<file path="config.mk">
export PLATFORM = sky130hd
export DESIGN_NAME = nlf_lock_fuse
export DESIGN_NICKNAME = d
export VERILOG_FILES = /design/src/nlf_lock_fuse.v
export VERILOG_INCLUDE_DIRS = /design/src
export SDC_FILE = /design/constraint.sdc
export NUM_CORES = 1
export LEC_CHECK = 0
export ABC_AREA = 1
export BUFFER_PORTS_ARGS = -buffer_cell sky130_fd_sc_hd__buf_2
export CORE_MARGIN = 2
export CORE_UTILIZATION = 45
export DETAILED_ROUTE_END_ITERATION = 12
export PLACE_DENSITY = 0.75
export SETUP_SLACK_MARGIN = 0.5
export SLEW_MARGIN = 0
export SYNTH_ARGS = -nofsm -noshare
export SYNTH_HDL_FRONTEND = slang
export SYNTH_SLANG_ARGS = --single-unit
</file>
<file path="constraint.sdc">
create_clock -name clock -period 3.1 [get_ports clock]
set_clock_uncertainty 0.2 [all_clocks]
set_input_delay 0.62 -clock clock [delete_from_list [all_inputs] [get_ports clock]]
set_output_delay 0.62 -clock clock [all_outputs]
set_load 0.02 [all_outputs]
</file>
<file path="src/nlf_consts.vh">
// constants for the nonvolatile lock, fuse and configuration block
`ifndef NLF_CONSTS_VH
`define NLF_CONSTS_VH

// fuse word layout, high group bits 12..6, low group bits 5..0
`define NLF_FUSE_W        13
`define NLF_F_DEBUG       12
`define NLF_F_TESTPORT    11
`define NLF_F_SERIAL      10
`define NLF_F_EEPRES      9
`define NLF_F_BSZ_HI      8
`define NLF_F_BSZ_LO      7
`define NLF_F_BOOT_RESET_VECTOR_FUSE     6
`define NLF_F_BODLVL      5
`define NLF_F_BROWNOUT_ENABLE_FUSE       4
`define NLF_F_CK_HI       3
`define NLF_F_CK_LO       0
// defaults: debug 1, test port 0, serial 0, preserve 1, size 11, boot_reset_vector_fuse 1,
// level 1, bod enable 1, clock 0010
`define NLF_FUSE_RESET    13'h13f2

// lock word layout: boot_lock_hi, boot_lock_lo, lock2, memory_lock_first
`define NLF_LOCK_W        4
`define NLF_L_BOOT_HI     3
`define NLF_L_BOOT_LO     2
`define NLF_L_MEM2        1
`define NLF_L_MEM1        0
`define NLF_LOCK_RESET    4'hf

// action select codes
`define NLF_ACT_ADDR      2'h0
`define NLF_ACT_DATA      2'h1
`define NLF_ACT_CMD       2'h2
`define NLF_ACT_IDLE      2'h3

// command bytes
`define NLF_CMD_ERASE     8'h80
`define NLF_CMD_WFUSE     8'h40
`define NLF_CMD_WLOCK     8'h20
`define NLF_CMD_WFLASH    8'h10
`define NLF_CMD_WEEP      8'h11
`define NLF_CMD_RSIG      8'h08
`define NLF_CMD_RFUSE     8'h04

// signature addresses
`define NLF_SIG_ADDR0     8'h00
`define NLF_SIG_ADDR1     8'h01
`define NLF_SIG_ADDR2     8'h02

// timing
`define NLF_CLK_NS        20
`define NLF_PULSE_NS      500
`define NLF_PULSE_CYC     ((`NLF_PULSE_NS + `NLF_CLK_NS - 1) / `NLF_CLK_NS)
`define NLF_BUSY_CYC      8

`endif

</file>
<file path="src/nlf_lock_fuse.v">
// nonvolatile lock and fuse decoder with parallel programming front end
// Behaviour
// - boot locks 1,1 leave store and load accesses to boot section free.
// - boot lock modes 2 and 3 block store writes into boot section.
// - modes 3 and 4 block boot-section loads issued from application code.
// - modes 3 and 4 with application vectors mask interrupts inside boot code.
// - thirteen fuses: seven high group bits and six low group bits.
// - all fuses reachable in parallel mode; serial skips serial-enable.
// - debug active only with debug fuse and test port fuse both programmed.
// - programmed debug fuse keeps clock parts running in every sleep mode.
// - programmed test port fuse routes test interface onto port c pins 5..2.
// - programmed serial-enable fuse allows serial program and data download.
// - programmed preserve fuse keeps eeprom contents through chip erase.
// - preserve fuse cannot be programmed while any lock bit is programmed.
// - two-bit boot size field picks boot section size and start address.
// - programmed boot reset fuse moves reset vector to boot start, else 0000.
// - brownout enable fuse turns detection on; level fuse selects level.
// - four-bit clock field selects clock source and start-up delay.
// - chip erase leaves every fuse value unchanged.
// - fuses locked once first memory lock bit programmed; fuses go first.
// - three signature bytes at 000..002 of a read-only space.
// - calibration byte sits in the high byte of signature address 000.
// - crystal pulse performs action select; strobes run last loaded command.
// - action 00 address, 01 data by byte select, 10 command, 11 idle.
// - command bytes decode erase, fuse, lock, flash, eeprom, signature, fuse read.
// - ready/busy output low while busy, high when ready.
`timescale 1ns/1ps
`default_nettype none
`include "nlf_consts.vh"

module nlf_lock_fuse #(
    parameter [7:0] SIG_BYTE0  = 8'h5a, // arbitrary identity value
    parameter [7:0] SIG_BYTE1  = 8'h3c, // arbitrary identity value
    parameter [7:0] SIG_BYTE2  = 8'h07, // arbitrary identity value
    parameter [7:0] CAL_BYTE   = 8'h80,
    parameter       BOOT_AW    = 14,
    parameter       BUSY_CYC   = `NLF_BUSY_CYC
) (
    // clock and reset
    input  wire                   clock,
    input  wire                   nrst,
    // programming mode and parallel programming pins
    input  wire                   prog_mode,
    input  wire                   crystal_in_pin,
    input  wire                   action_select_hi,
    input  wire                   action_select_lo,
    input  wire                   byte_select_one,
    input  wire                   write_strobe_n,
    input  wire                   output_enable_n,
    input  wire [7:0]             data_in,
    output reg  [7:0]             data_out,
    output wire                   data_oe_n,
    output wire                   ready_busy_out,
    // serial programming path to fuses
    input  wire                   serial_fuse_we,
    input  wire [`NLF_FUSE_W-1:0] serial_fuse_wdata,
    // core access checks
    input  wire                   exec_in_boot,
    input  wire                   vectors_in_boot,
    input  wire                   store_req,
    input  wire                   store_to_boot,
    input  wire                   load_req,
    input  wire                   load_from_boot,
    output wire                   store_allowed,
    output wire                   load_allowed,
    output wire                   irq_block,
    // decoded configuration
    output wire                   debug_active,
    output wire                   sleep_clock_keep,
    output wire                   test_port_on_pc,
    output wire                   serial_prog_enabled,
    output wire                   eeprom_erase_enable,
    output wire [1:0]             boot_size_sel,
    output reg  [BOOT_AW-1:0]     reset_vector,
    output wire                   brownout_enable,
    output wire                   brownout_level,
    output wire [3:0]             clock_source_sel,
    output wire [7:0]             oscillator_cal,
    // strobes toward flash and eeprom controllers
    output reg                    erase_pulse,
    output reg                    flash_write_pulse,
    output reg                    eeprom_write_pulse,
    output reg  [15:0]            prog_address,
    output reg  [15:0]            prog_data
);

    // cell flops stand in for the nonvolatile
    // array and return to erased values on reset;
    // a real array would keep its contents.
    // decoded outputs except eeprom_erase_enable use a copy taken at reset
    // release, so checks stay steady at run time.
    // pins are taken as synchronous to the clock.

    // ready takes loads and strobes, busy not
    localparam ST_READY = 1'b0;
    localparam ST_BUSY  = 1'b1;
    localparam [7:0] BUSY_LEN = BUSY_CYC;

    // nonvolatile cells, kept in flops here; erased by chip erase or reset (locks)
    // fuses change only by the two write paths and by reset
    reg [`NLF_FUSE_W-1:0] fuse_cells;
    reg [`NLF_LOCK_W-1:0] lock_cells;
    // running copies taken at reset release
    reg [`NLF_FUSE_W-1:0] fuse_cfg;
    reg [`NLF_LOCK_W-1:0] lock_cfg;
    reg                   cfg_loaded;
    // programming front end state
    reg [7:0]             command;
    reg                   state;
    reg [7:0]             busy_cnt;
    reg                   xtal_d;
    reg                   wr_d;

    // boot section start for a given size code, in words
    // a smaller size code gives a larger section
    function [BOOT_AW-1:0] boot_start;
        input [1:0] size;
        begin
            case (size)
                2'h0:    boot_start = {BOOT_AW{1'b1}} << 11;
                2'h1:    boot_start = {BOOT_AW{1'b1}} << 10;
                2'h2:    boot_start = {BOOT_AW{1'b1}} << 9;
                default: boot_start = {BOOT_AW{1'b1}} << 8;
            endcase
        end
    endfunction

    // crystal rise loads, write fall executes
    wire       xtal_rise = crystal_in_pin & ~xtal_d;
    wire       wr_fall   = ~write_strobe_n & wr_d;
    wire [1:0] action    = {action_select_hi, action_select_lo};
    // any programmed lock guards the preserve fuse
    wire       any_lock  = ~&lock_cells;
    // fuses frozen once the first memory lock bit is programmed
    wire       fuse_lock = ~lock_cells[`NLF_L_MEM1];

    // read commands, shared by data and enable
    wire       cmd_rsig  = (command == `NLF_CMD_RSIG);
    wire       cmd_rfuse = (command == `NLF_CMD_RFUSE);
    wire       cmd_read  = cmd_rsig | cmd_rfuse;

    // next fuse value: preserve bit may not go to 0 while any lock is programmed
    // shared by the parallel and serial paths
    function [`NLF_FUSE_W-1:0] fuse_filter;
        input [`NLF_FUSE_W-1:0] req;
        input [`NLF_FUSE_W-1:0] cur;
        input                   locked;
        begin
            fuse_filter = req;
            if (locked && !req[`NLF_F_EEPRES])
                fuse_filter[`NLF_F_EEPRES] = cur[`NLF_F_EEPRES];
        end
    endfunction

    // edge detectors on the programming strobes
    // reset values equal the idle pin levels,
    // so no false edge follows reset;
    // each edge acts once however long the pulse
    always @(posedge clock or negedge nrst) begin
        if (!nrst) begin
            xtal_d <= 1'b0;
            wr_d   <= 1'b1;
        end else begin
            xtal_d <= crystal_in_pin;
            wr_d   <= write_strobe_n;
        end
    end

    // parallel programming loader and command execution
    // edges that come while busy are dropped,
    // not queued: the programmer must wait for
    // ready before the next write pulse;
    // pulse widths are the programmer's duty
    always @(posedge clock or negedge nrst) begin
        if (!nrst) begin
            command            <= 8'h00;
            prog_address       <= 16'h0000;
            prog_data          <= 16'h0000;
            state              <= ST_READY;
            busy_cnt           <= 8'h00;
            erase_pulse        <= 1'b0;
            flash_write_pulse  <= 1'b0;
            eeprom_write_pulse <= 1'b0;
            // cells back to erased values (flop limit)
            fuse_cells         <= `NLF_FUSE_RESET;
            lock_cells         <= `NLF_LOCK_RESET;
        end else begin
            // memory strobes last one cycle
            erase_pulse        <= 1'b0;
            flash_write_pulse  <= 1'b0;
            eeprom_write_pulse <= 1'b0;
            case (state)
                ST_READY: begin
                    // pulses are assumed long enough; edges are taken each once
                    if (prog_mode && xtal_rise) begin
                        // action select picks the target register
                        if (action == `NLF_ACT_ADDR) begin
                            if (byte_select_one)
                                prog_address[15:8] <= data_in;
                            else
                                prog_address[7:0] <= data_in;
                        end else if (action == `NLF_ACT_DATA) begin
                            if (byte_select_one)
                                prog_data[15:8] <= data_in;
                            else
                                prog_data[7:0] <= data_in;
                        end else if (action == `NLF_ACT_CMD) begin
                            command <= data_in;
                        end
                    end else if (prog_mode && wr_fall) begin
                        state    <= ST_BUSY;
                        busy_cnt <= BUSY_LEN;
                        if (command == `NLF_CMD_ERASE) begin
                            // chip erase clears locks, fuses untouched
                            lock_cells  <= `NLF_LOCK_RESET;
                            erase_pulse <= 1'b1;
                        end else if (command == `NLF_CMD_WFUSE) begin
                            // frozen fuses drop the write, still busy
                            if (!fuse_lock)
                                fuse_cells <= fuse_filter({prog_data[14:8], prog_data[5:0]},
                                                          fuse_cells, any_lock);
                        end else if (command == `NLF_CMD_WLOCK) begin
                            // lock bits only move toward programmed
                            // only chip erase or reset returns them to 1
                            lock_cells <= lock_cells & {prog_data[5:4], prog_data[2:1]};
                        end else if (command == `NLF_CMD_WFLASH) begin
                            flash_write_pulse <= 1'b1;
                        end else if (command == `NLF_CMD_WEEP) begin
                            eeprom_write_pulse <= 1'b1;
                        end else begin
                            // reads need no busy time
                            state <= ST_READY;
                        end
                    end else if (serial_fuse_we && !fuse_lock) begin
                        // taken only while the parallel side idles
                        // serial path cannot change the serial-enable fuse
                        fuse_cells <= fuse_filter(
                            {serial_fuse_wdata[`NLF_FUSE_W-1:`NLF_F_SERIAL+1],
                             fuse_cells[`NLF_F_SERIAL],
                             serial_fuse_wdata[`NLF_F_SERIAL-1:0]},
                            fuse_cells, any_lock);
                    end
                end
                default: begin
                    // fixed busy time, then ready again
                    if (busy_cnt == 8'h01)
                        state <= ST_READY;
                    busy_cnt <= busy_cnt - 8'h01;
                end
            endcase
        end
    end

    // ready straight from the state flop
    assign ready_busy_out = (state == ST_READY);

    // read path: signature, calibration, fuses and locks
    // pins driven only under a read command, so
    // an early output enable cannot fight the bus
    assign data_oe_n = ~(prog_mode & ~output_enable_n & cmd_read);

    // data follows command, address and byte
    // select one cycle late
    always @(posedge clock or negedge nrst) begin
        if (!nrst) begin
            data_out <= 8'h00;
        end else if (cmd_rsig) begin
            if (prog_address[7:0] == `NLF_SIG_ADDR0)
                data_out <= byte_select_one ? CAL_BYTE : SIG_BYTE0;
            else if (prog_address[7:0] == `NLF_SIG_ADDR1)
                data_out <= SIG_BYTE1;
            else if (prog_address[7:0] == `NLF_SIG_ADDR2)
                data_out <= SIG_BYTE2;
            else
                data_out <= 8'h00;
        end else if (cmd_rfuse) begin
            // unused bits read as 1
            if (byte_select_one)
                data_out <= {1'b1, fuse_cells[12:6]};
            else
                data_out <= {2'h3, fuse_cells[5:0]};
        end else begin
            // lock byte for any other command
            data_out <= {2'h3, lock_cells[3:2], 1'b1, lock_cells[1:0], 1'b1};
        end
    end

    // capture configuration one cycle after reset release
    // taken once: cell writes wait for the next
    // reset, so the reset vector cannot move
    // and decoding, save eeprom_erase_enable, cannot change under running code
    always @(posedge clock or negedge nrst) begin
        if (!nrst) begin
            // defaults until the first edge after release
            fuse_cfg   <= `NLF_FUSE_RESET;
            lock_cfg   <= `NLF_LOCK_RESET;
            cfg_loaded <= 1'b0;
            reset_vector <= {BOOT_AW{1'b0}};
        end else if (!cfg_loaded) begin
            fuse_cfg   <= fuse_cells;
            lock_cfg   <= lock_cells;
            cfg_loaded <= 1'b1;
            // boot reset fuse programmed points at boot start
            reset_vector <= fuse_cells[`NLF_F_BOOT_RESET_VECTOR_FUSE] ? {BOOT_AW{1'b0}} :
                            boot_start(fuse_cells[`NLF_F_BSZ_HI:`NLF_F_BSZ_LO]);
        end
    end

    // boot lock modes; 0 = programmed
    // mode 2 guards stores, mode 4 loads, mode 3
    // both, so each guard follows one lock bit
    wire bl_hi     = lock_cfg[`NLF_L_BOOT_HI];
    wire bl_lo     = lock_cfg[`NLF_L_BOOT_LO];
    wire no_store  = ~bl_lo;
    wire no_load   = ~bl_hi;

    // mode 1 leaves everything free since both guards are low
    // boot code may always load its own section;
    // interrupts stay on while boot owns vectors
    assign store_allowed = ~(store_req & store_to_boot & no_store);
    assign load_allowed  = ~(load_req & load_from_boot & ~exec_in_boot & no_load);
    assign irq_block     = no_load & ~vectors_in_boot & exec_in_boot;

    // decoded fuse outputs, all active high meaning feature on
    // a programmed fuse reads 0, hence the inverts;
    // debug needs both fuses, sleep clocks only one
    assign debug_active        = ~fuse_cfg[`NLF_F_DEBUG] & ~fuse_cfg[`NLF_F_TESTPORT];
    assign sleep_clock_keep    = ~fuse_cfg[`NLF_F_DEBUG];
    assign test_port_on_pc     = ~fuse_cfg[`NLF_F_TESTPORT];
    assign serial_prog_enabled = ~fuse_cfg[`NLF_F_SERIAL];
    // live cell so a freshly written preserve fuse counts at the next erase
    assign eeprom_erase_enable = fuse_cells[`NLF_F_EEPRES];
    assign boot_size_sel       = fuse_cfg[`NLF_F_BSZ_HI:`NLF_F_BSZ_LO];
    // level passes through to the detector
    assign brownout_enable     = ~fuse_cfg[`NLF_F_BROWNOUT_ENABLE_FUSE];
    assign brownout_level      = fuse_cfg[`NLF_F_BODLVL];
    assign clock_source_sel    = fuse_cfg[`NLF_F_CK_HI:`NLF_F_CK_LO];
    // fixed calibration byte, as in signature read
    assign oscillator_cal      = CAL_BYTE;

endmodule
`default_nettype wire

</file>
==> flow_metrics.py, run 1 <==
metrics = {
    "timing": {
        "period_needed_ps": 2500,
        "max_freq_mhz": 400,
        "period_share_pct": 80.6,
        "worst_slew_pin_slew_ps": 745,
        "slew_violations": 0,
        "setup_viol": 0,
        "hold_viol": 0,
        "rsz0062_at_grt": "false",
        "setup-tns-final_ps": 0,
        "slew_headroom_pct": 50.3,
    },
    "cts": {
        "clk_path_buf_depth": 2,
        "htreeDepth": 3,
        "cts_hold_buf": 0,
        "clk_pin_slew_ps": 90,
        "root_buffer": "clkbuf_8",
        "cts.sinks": 97,
        "cts_tree": "done",
        "cts_buffers": 9,
        "clk_latency_ps": 370,
    },
    "global_route": {
        "first_global_vias": 3802,
        "track_usage_pct": 20.4,
        "grt-ovfl-total": 0,
        "grt_antenna_before_repair": 0,
        "grt_pass1_wl_mm": 18.1,
        "grt_max_degree": 98,
    },
    "floorplanning": {
        "die_h_um": 107,
        "die_w_um": 107,
        "io_pins": 120,
        "dieArea_um2": 11400,
        "rows": 37,
        "start_util_pct": 46.2,
        "fp.coreArea_um2": 10300,
    },
    "routing": {
        "vias": 3998,
        "via_per_inst": 5.02,
        "drtIter0Drc": 326,
        "dr.pass1.iters": 5,
        "finalWirelength_mm": 11.1,
        "wire_per_inst_um": 13.9,
        "drc": 0,
        "antenna_left": 0,
    },
    "worst_setup_path": {
        "r2r_end": "fuse_cells[1]$_DFFE_PN1P_",
        "required_ps": 2280,
        "rr_worst_depth": 8,
        "critical_path_class": "reg -> out",
        "cp_max_fo": 5,
        "rrSetupSlack_ps": 910,
        "cp-start-kind": "register",
        "critPathArrivalTime_ps": 1680,
        "r2r_start": "command[1]$_DFFE_PN0P_",
        "worstSetupEndpointType": "output pin",
    },
    "worst_hold_path": {
        "hold_path.class": "in -> async",
    },
    "cells_and_area": {
        "antennaDiodeCount": 0,
        "finalCoreUtilization_pct": 53.6,
        "drive_above_1_share_pct": 30.0,
        "nNetsFinal": 696,
        "area_growth_pct": 16.1,
    },
    "job": {
        "maxCapViolations": 0,
    },
    "logic_synthesis": {
        "synth_adder_area_share_pct": 0.525,
        "syn_avg_cell_area_um2": 8.53,
        "synth.mux.area_fraction_pct": 0,
        "synth_top_family_by_area": "simple AND/OR/NAND/NOR gates",
        "syn-instance-count": 559,
        "ys_warn_count": 0,
        "yosys.area_share.simple_pct": 26.2,
        "synth-compound-area-share_pct": 11.3,
        "netlist_area_um2": 4770,
        "yosys.cell_types.count": 31,
        "ys_ff_latch": 97,
        "synth_xor_area_share_pct": 0,
        "synth-seq-area-share_pct": 51.5,
    },
    "placed_design": {
        "routabilityCongestion": 0.891,
        "numPortBuffers": 102,
        "hpwl_mm": 8.13,
    },
    "run_status": {
        "status": "completed",
    },
    "power_and_ir_drop": {
        "ir_drop_mv": 0.182,
        "p_leak_nw": 2.85,
        "powerDensity_nw_per_um2": 414,
        "finalPower_mw": 2.29,
    },
}
==> cells in the mapped netlist, drive strengths merged <==
master  number  share of area, %
a21oi        4              0.42
and3         1              0.13
buf         35               5.6
clkbuf       5              0.39
conb         2              0.16
dfrtp       76                40
dfstp       21                12
ha           2              0.52
inv         55               4.4
nand2      182                15
nand3       41               5.6
nand3b       2              0.31
nand4        8               1.0
nor2        31               3.1
nor3         6              0.84
nor3b        1              0.16
o21ai       84                11
o22ai        1              0.13
or2          2              0.26
==> how the worst max path moves through the flow <==
| stage | endpoint | slack, ps | cells past startpoint | start |
|---|---|---|---|---|
| after floorplan | data_oe_n | 990 | 6 | command[7]$_DFFE_PN0P_ |
| after global placement | data_oe_n | 740 | 7 | command[7]$_DFFE_PN0P_ |
| after detailed placement | data_oe_n | 660 | 7 | command[4]$_DFFE_PN0P_ |
| after CTS | data_oe_n | 510 | 7 | command[1]$_DFFE_PN0P_ |
| after global routing | data_oe_n | 510 | 7 | command[1]$_DFFE_PN0P_ |
| final | data_oe_n | 600 | 8 | command[7]$_DFFE_PN0P_ |
==> metrics by stage <==
stage                     area (um2)  hold WS [ps]  setup WS [ps]  instances
after floorplan                 4820           124            992        574
after global placement          5260           251            744        775
after detailed placement        5260           254            665        775
after CTS                       5470           117            513        791
after global routing            5540           124            506        797
final                           5540          73.6            600        797
==> cell type report <==
class,instances,area [um2]
Timing Repair Buffer,112,613
Tap cell,136,170
Sequential cell,97,2450
Multi-Input combinational cell,382,1900
Clock inverter,5,56.3
Inverter,55,209
Clock buffer,10,138
Fill cell,934,4790
==> where the power goes <==
| group | internal (mW) | switching, mW | total, mW |
|---|---|---|---|
| clock | 0.389 | 0.427 | 0.816 |
| sequential | 1.28 | 0.0130 | 1.29 |
| combinational | 0.0544 | 0.133 | 0.188 |
==> repair_timing <==
action | CTS | global route
resized for setup | 2 | 5
buffers inserted | 1 | 6
endpoints found under the hold margin | 0 | 0
endpoints found under the setup margin | 1 | 1
pin swaps | 1 | 3
==> cells by family after synthesis <==
logic type / after synthesis
buf+inv: 95
fa+ha+maj: 2
other cells: 2
simple gates: 274
compound gates: 89
flops: 97
==> routing by layer <==
layer  GRT usage, %  share of wire, %  vias to the layer above
li1               -                 -                     1943
met1           26.3                43                     1881
met2           32.9                48                      150
met3           4.07               5.9                       24
met4           10.0               3.0                        0
met5              0                 0                        -
==> worst max-delay path: stages (launching register included) <==
cell and delay, ps:
dfrtp_1 420, inv_1 110, nand2_1 140, nor2_4 140, buf_12 120, nand2_4 60, nand2_1 100, nand3b_1 70
buf_2 160
==> registers in the layout (all words and copies together) (netlist names) <==
name                cells
data_out                8
fuse_cells             13
flash_write_pulse       1
reset_vector            4
lock_cells              4
erase_pulse             1
xtal_d                  1
eeprom_write_pulse      1
state                   1
wr_d                    1
fuse_cfg               11
prog_data              16
lock_cfg                2
cfg_loaded              1
prog_address           16
command                 8
busy_cnt                8
==> cells in the final DEF (no fill, tap or decap), drive strengths merged <==
cell type,n
nand2,182
dfstp,21
nand3b,2
o21ai,84
dfrtp,76
nand4,8
ha,2
o22ai,1
buf,112
conb,17
nand3,41
nor2,31
or2,2
clkinvlp,1
nor3b,1
clkinv,3
and3,1
inv,55
clkbuf,10
a21oi,4
bufinv,1
nor3,6
Note: power is estimated with default switching activity, not from simulation.
==> run 2, diff against run 1 <==
--- a/config.mk
+++ b/config.mk
@@ -11,7 +11,7 @@
 export CORE_MARGIN = 2
 export CORE_UTILIZATION = 45
 export DETAILED_ROUTE_END_ITERATION = 12
-export PLACE_DENSITY = 0.75
+export PLACE_DENSITY = 0.78
 export SETUP_SLACK_MARGIN = 0.5
 export SLEW_MARGIN = 0
 export SYNTH_ARGS = -nofsm -noshare
==> constraint.sdc (replaced) <==
create_clock -name clock -period 2.2 [get_ports clock]
set_clock_uncertainty 0.2 [all_clocks]
set_input_delay 0.44 -clock clock [delete_from_list [all_inputs] [get_ports clock]]
set_output_delay 0.44 -clock clock [all_outputs]
set_load 0.02 [all_outputs]
==> flow_metrics.py, run 2 (synthesized netlist as in run 1, its figures left out) <==
metrics = {
    "floorplanning": {
        "fp.coreArea_um2": 10300,
        "start_util_pct": 46.2,
        "die_w_um": 107,
        "rows": 37,
        "die_h_um": 107,
        "dieArea_um2": 11400,
        "io_pins": 120,
    },
    "run_status": {
        "failed_checks": "setup timing",
        "status": "complete, but fails checks",
    },
    "timing": {
        "slew_violations": 0,
        "worst_slew_pin_slew_ps": 752,
        "setup-tns-final_ps": -40.9,
        "hold_viol": 0,
        "fin_ws_ps": -40.9,
        "max_freq_mhz": 446,
        "setup_viol": 1,
        "slew_headroom_pct": 49.9,
        "rsz0062_at_grt": "true",
        "period_needed_ps": 2240,
        "period_share_pct": 102,
    },
    "routing": {
        "finalWirelength_mm": 11.8,
        "vias": 4123,
        "via_per_inst": 5.00,
        "dr.pass1.iters": 4,
        "drc": 0,
        "drtIter0Drc": 232,
        "wire_per_inst_um": 14.4,
        "antenna_left": 0,
    },
    "cells_and_area": {
        "finalCoreUtilization_pct": 57.7,
        "final_area_um2": 5960,
        "nNetsFinal": 722,
        "antennaDiodeCount": 0,
        "final_common_cell": "nand2_1",
        "reg_top3": "prog_address: 16 flops, prog_data: 16 flops, fuse_cells: 13 flops",
        "area_growth_pct": 25.0,
        "final_cell_mix": "nand2_1, buf_2, dfrtp_1",
        "fillCellCount": 881,
        "drive_above_1_share_pct": 35.6,
    },
    "placed_design": {
        "numPortBuffers": 102,
        "routabilityCongestion": 0.943,
        "place_ws_ps": 292,
        "dpl_cell_area_um2": 5330,
        "hpwl_mm": 8.43,
    },
    "power_and_ir_drop": {
        "powerDensity_nw_per_um2": 555,
        "finalPower_mw": 3.31,
        "p_leak_nw": 3.00,
        "ir_drop_mv": 0.316,
    },
    "worst_setup_path": {
        "worstSetupEndpointType": "output pin",
        "r2r_end": "data_out[6]$_DFF_PN0_",
        "r2r_start": "command[4]$_DFFE_PN0P_",
        "required_ps": 1560,
        "cp-startpoint": "command[1]$_DFFE_PN0P_",
        "rrSetupSlack_ps": 80,
        "cp-start-kind": "register",
        "critical_path_class": "reg -> out",
        "rr_worst_depth": 13,
        "crit_end": "data_oe_n",
        "critPathArrivalTime_ps": 1600,
        "cp_max_fo": 3,
    },
    "global_route": {
        "track_usage_pct": 21.5,
        "grt-ovfl-total": 0,
        "grt_pass1_wl_mm": 19.3,
        "grt_max_degree": 39,
        "first_global_vias": 4105,
        "grt_antenna_before_repair": 0,
    },
    "cts": {
        "htreeDepth": 3,
        "cts_buffers": 9,
        "cts.sinks": 97,
        "clk_latency_ps": 370,
        "clk_pin_slew_ps": 100,
        "clk_path_buf_depth": 2,
        "root_buffer": "clkbuf_8",
        "cts_tree": "done",
    },
    "job": {
        "maxCapViolations": 0,
    },
    "worst_hold_path": {
        "hold_path.class": "in -> reg",
    },
}
[run 2: through the flow]
stage / hold slack, ps / cells
after CTS: 195 / 814
final: 206 / 824
after detailed placement: 227 / 783
after floorplan: -55.6 / 574
after global routing: 210 / 824
after global placement: 216 / 783
[run 2: worst min path at each step]
| stage | start | to | slack (ps) | depth (start not counted) |
|---|---|---|---|---|
| floorplan | nrst | busy_cnt[0]$_DFFE_PN0P_ | -60 | 0 |
| global placement | nrst | fuse_cfg[3]$_DFFE_PN0N_ | 220 | 1 |
| detailed placement | nrst | fuse_cfg[3]$_DFFE_PN0N_ | 230 | 1 |
| CTS | serial_fuse_wdata[12] | fuse_cells[12]$_DFFE_PN1P_ | 200 | 5 |
| global route | serial_fuse_wdata[2] | fuse_cells[2]$_DFFE_PN0P_ | 210 | 3 |
| finish | serial_fuse_wdata[4] | fuse_cells[4]$_DFFE_PN1P_ | 210 | 3 |
[run 2: power by group]
group	leakage (nW)	internal (mW)	total, mW	switching [mW]
sequential	1.21	1.80	1.82	0.0184
combinational	1.70	0.0898	0.288	0.198
clock	0.0962	0.563	1.20	0.639
total	3.00	2.45	3.31	0.855
[run 2: repair_timing]
| action | 4_1_cts | 5_1_grt |
|---|---|---|
| hold buffers | 3 | 0 |
| setup endpoints to repair | 34 | 67 |
| setup buffers | 12 | 7 |
| gates resized for setup | 51 | 15 |
| cloned | 0 | 3 |
| endpoints found under the hold margin | 27 | 0 |
| pin swaps | 15 | 9 |
[run 2: cell type report]
class / instances / area (um2) / area share, %
flip-flops and latches: 97 / 2450 / 41.2
multi-input cells: 385 / 2030 / 34.0
repair buffers: 135 / 888 / 14.9
inverters: 55 / 211 / 3.55
well taps: 136 / 170 / 2.86
clock buffers: 11 / 141 / 2.37
clock inverters: 5 / 62.6 / 1.05
[run 2: per-layer routing]
metal	up-vias	part of all wire, %	GRT usage, %
met1	1930	41	26.7
met3	37	4.9	5.17
met4	0	3.9	10.2
li1	2010	-	-
met5	-	0	0
met2	146	50	35.5
[run 2: critical path, cell delays in order, from the launching register on]
cell      delay [ps]
dfrtp_1          420
inv_2             80
nand2_1           60
nor3_2           180
nand2_1          140
nand2_2          110
nand3b_1          80
buf_2            160
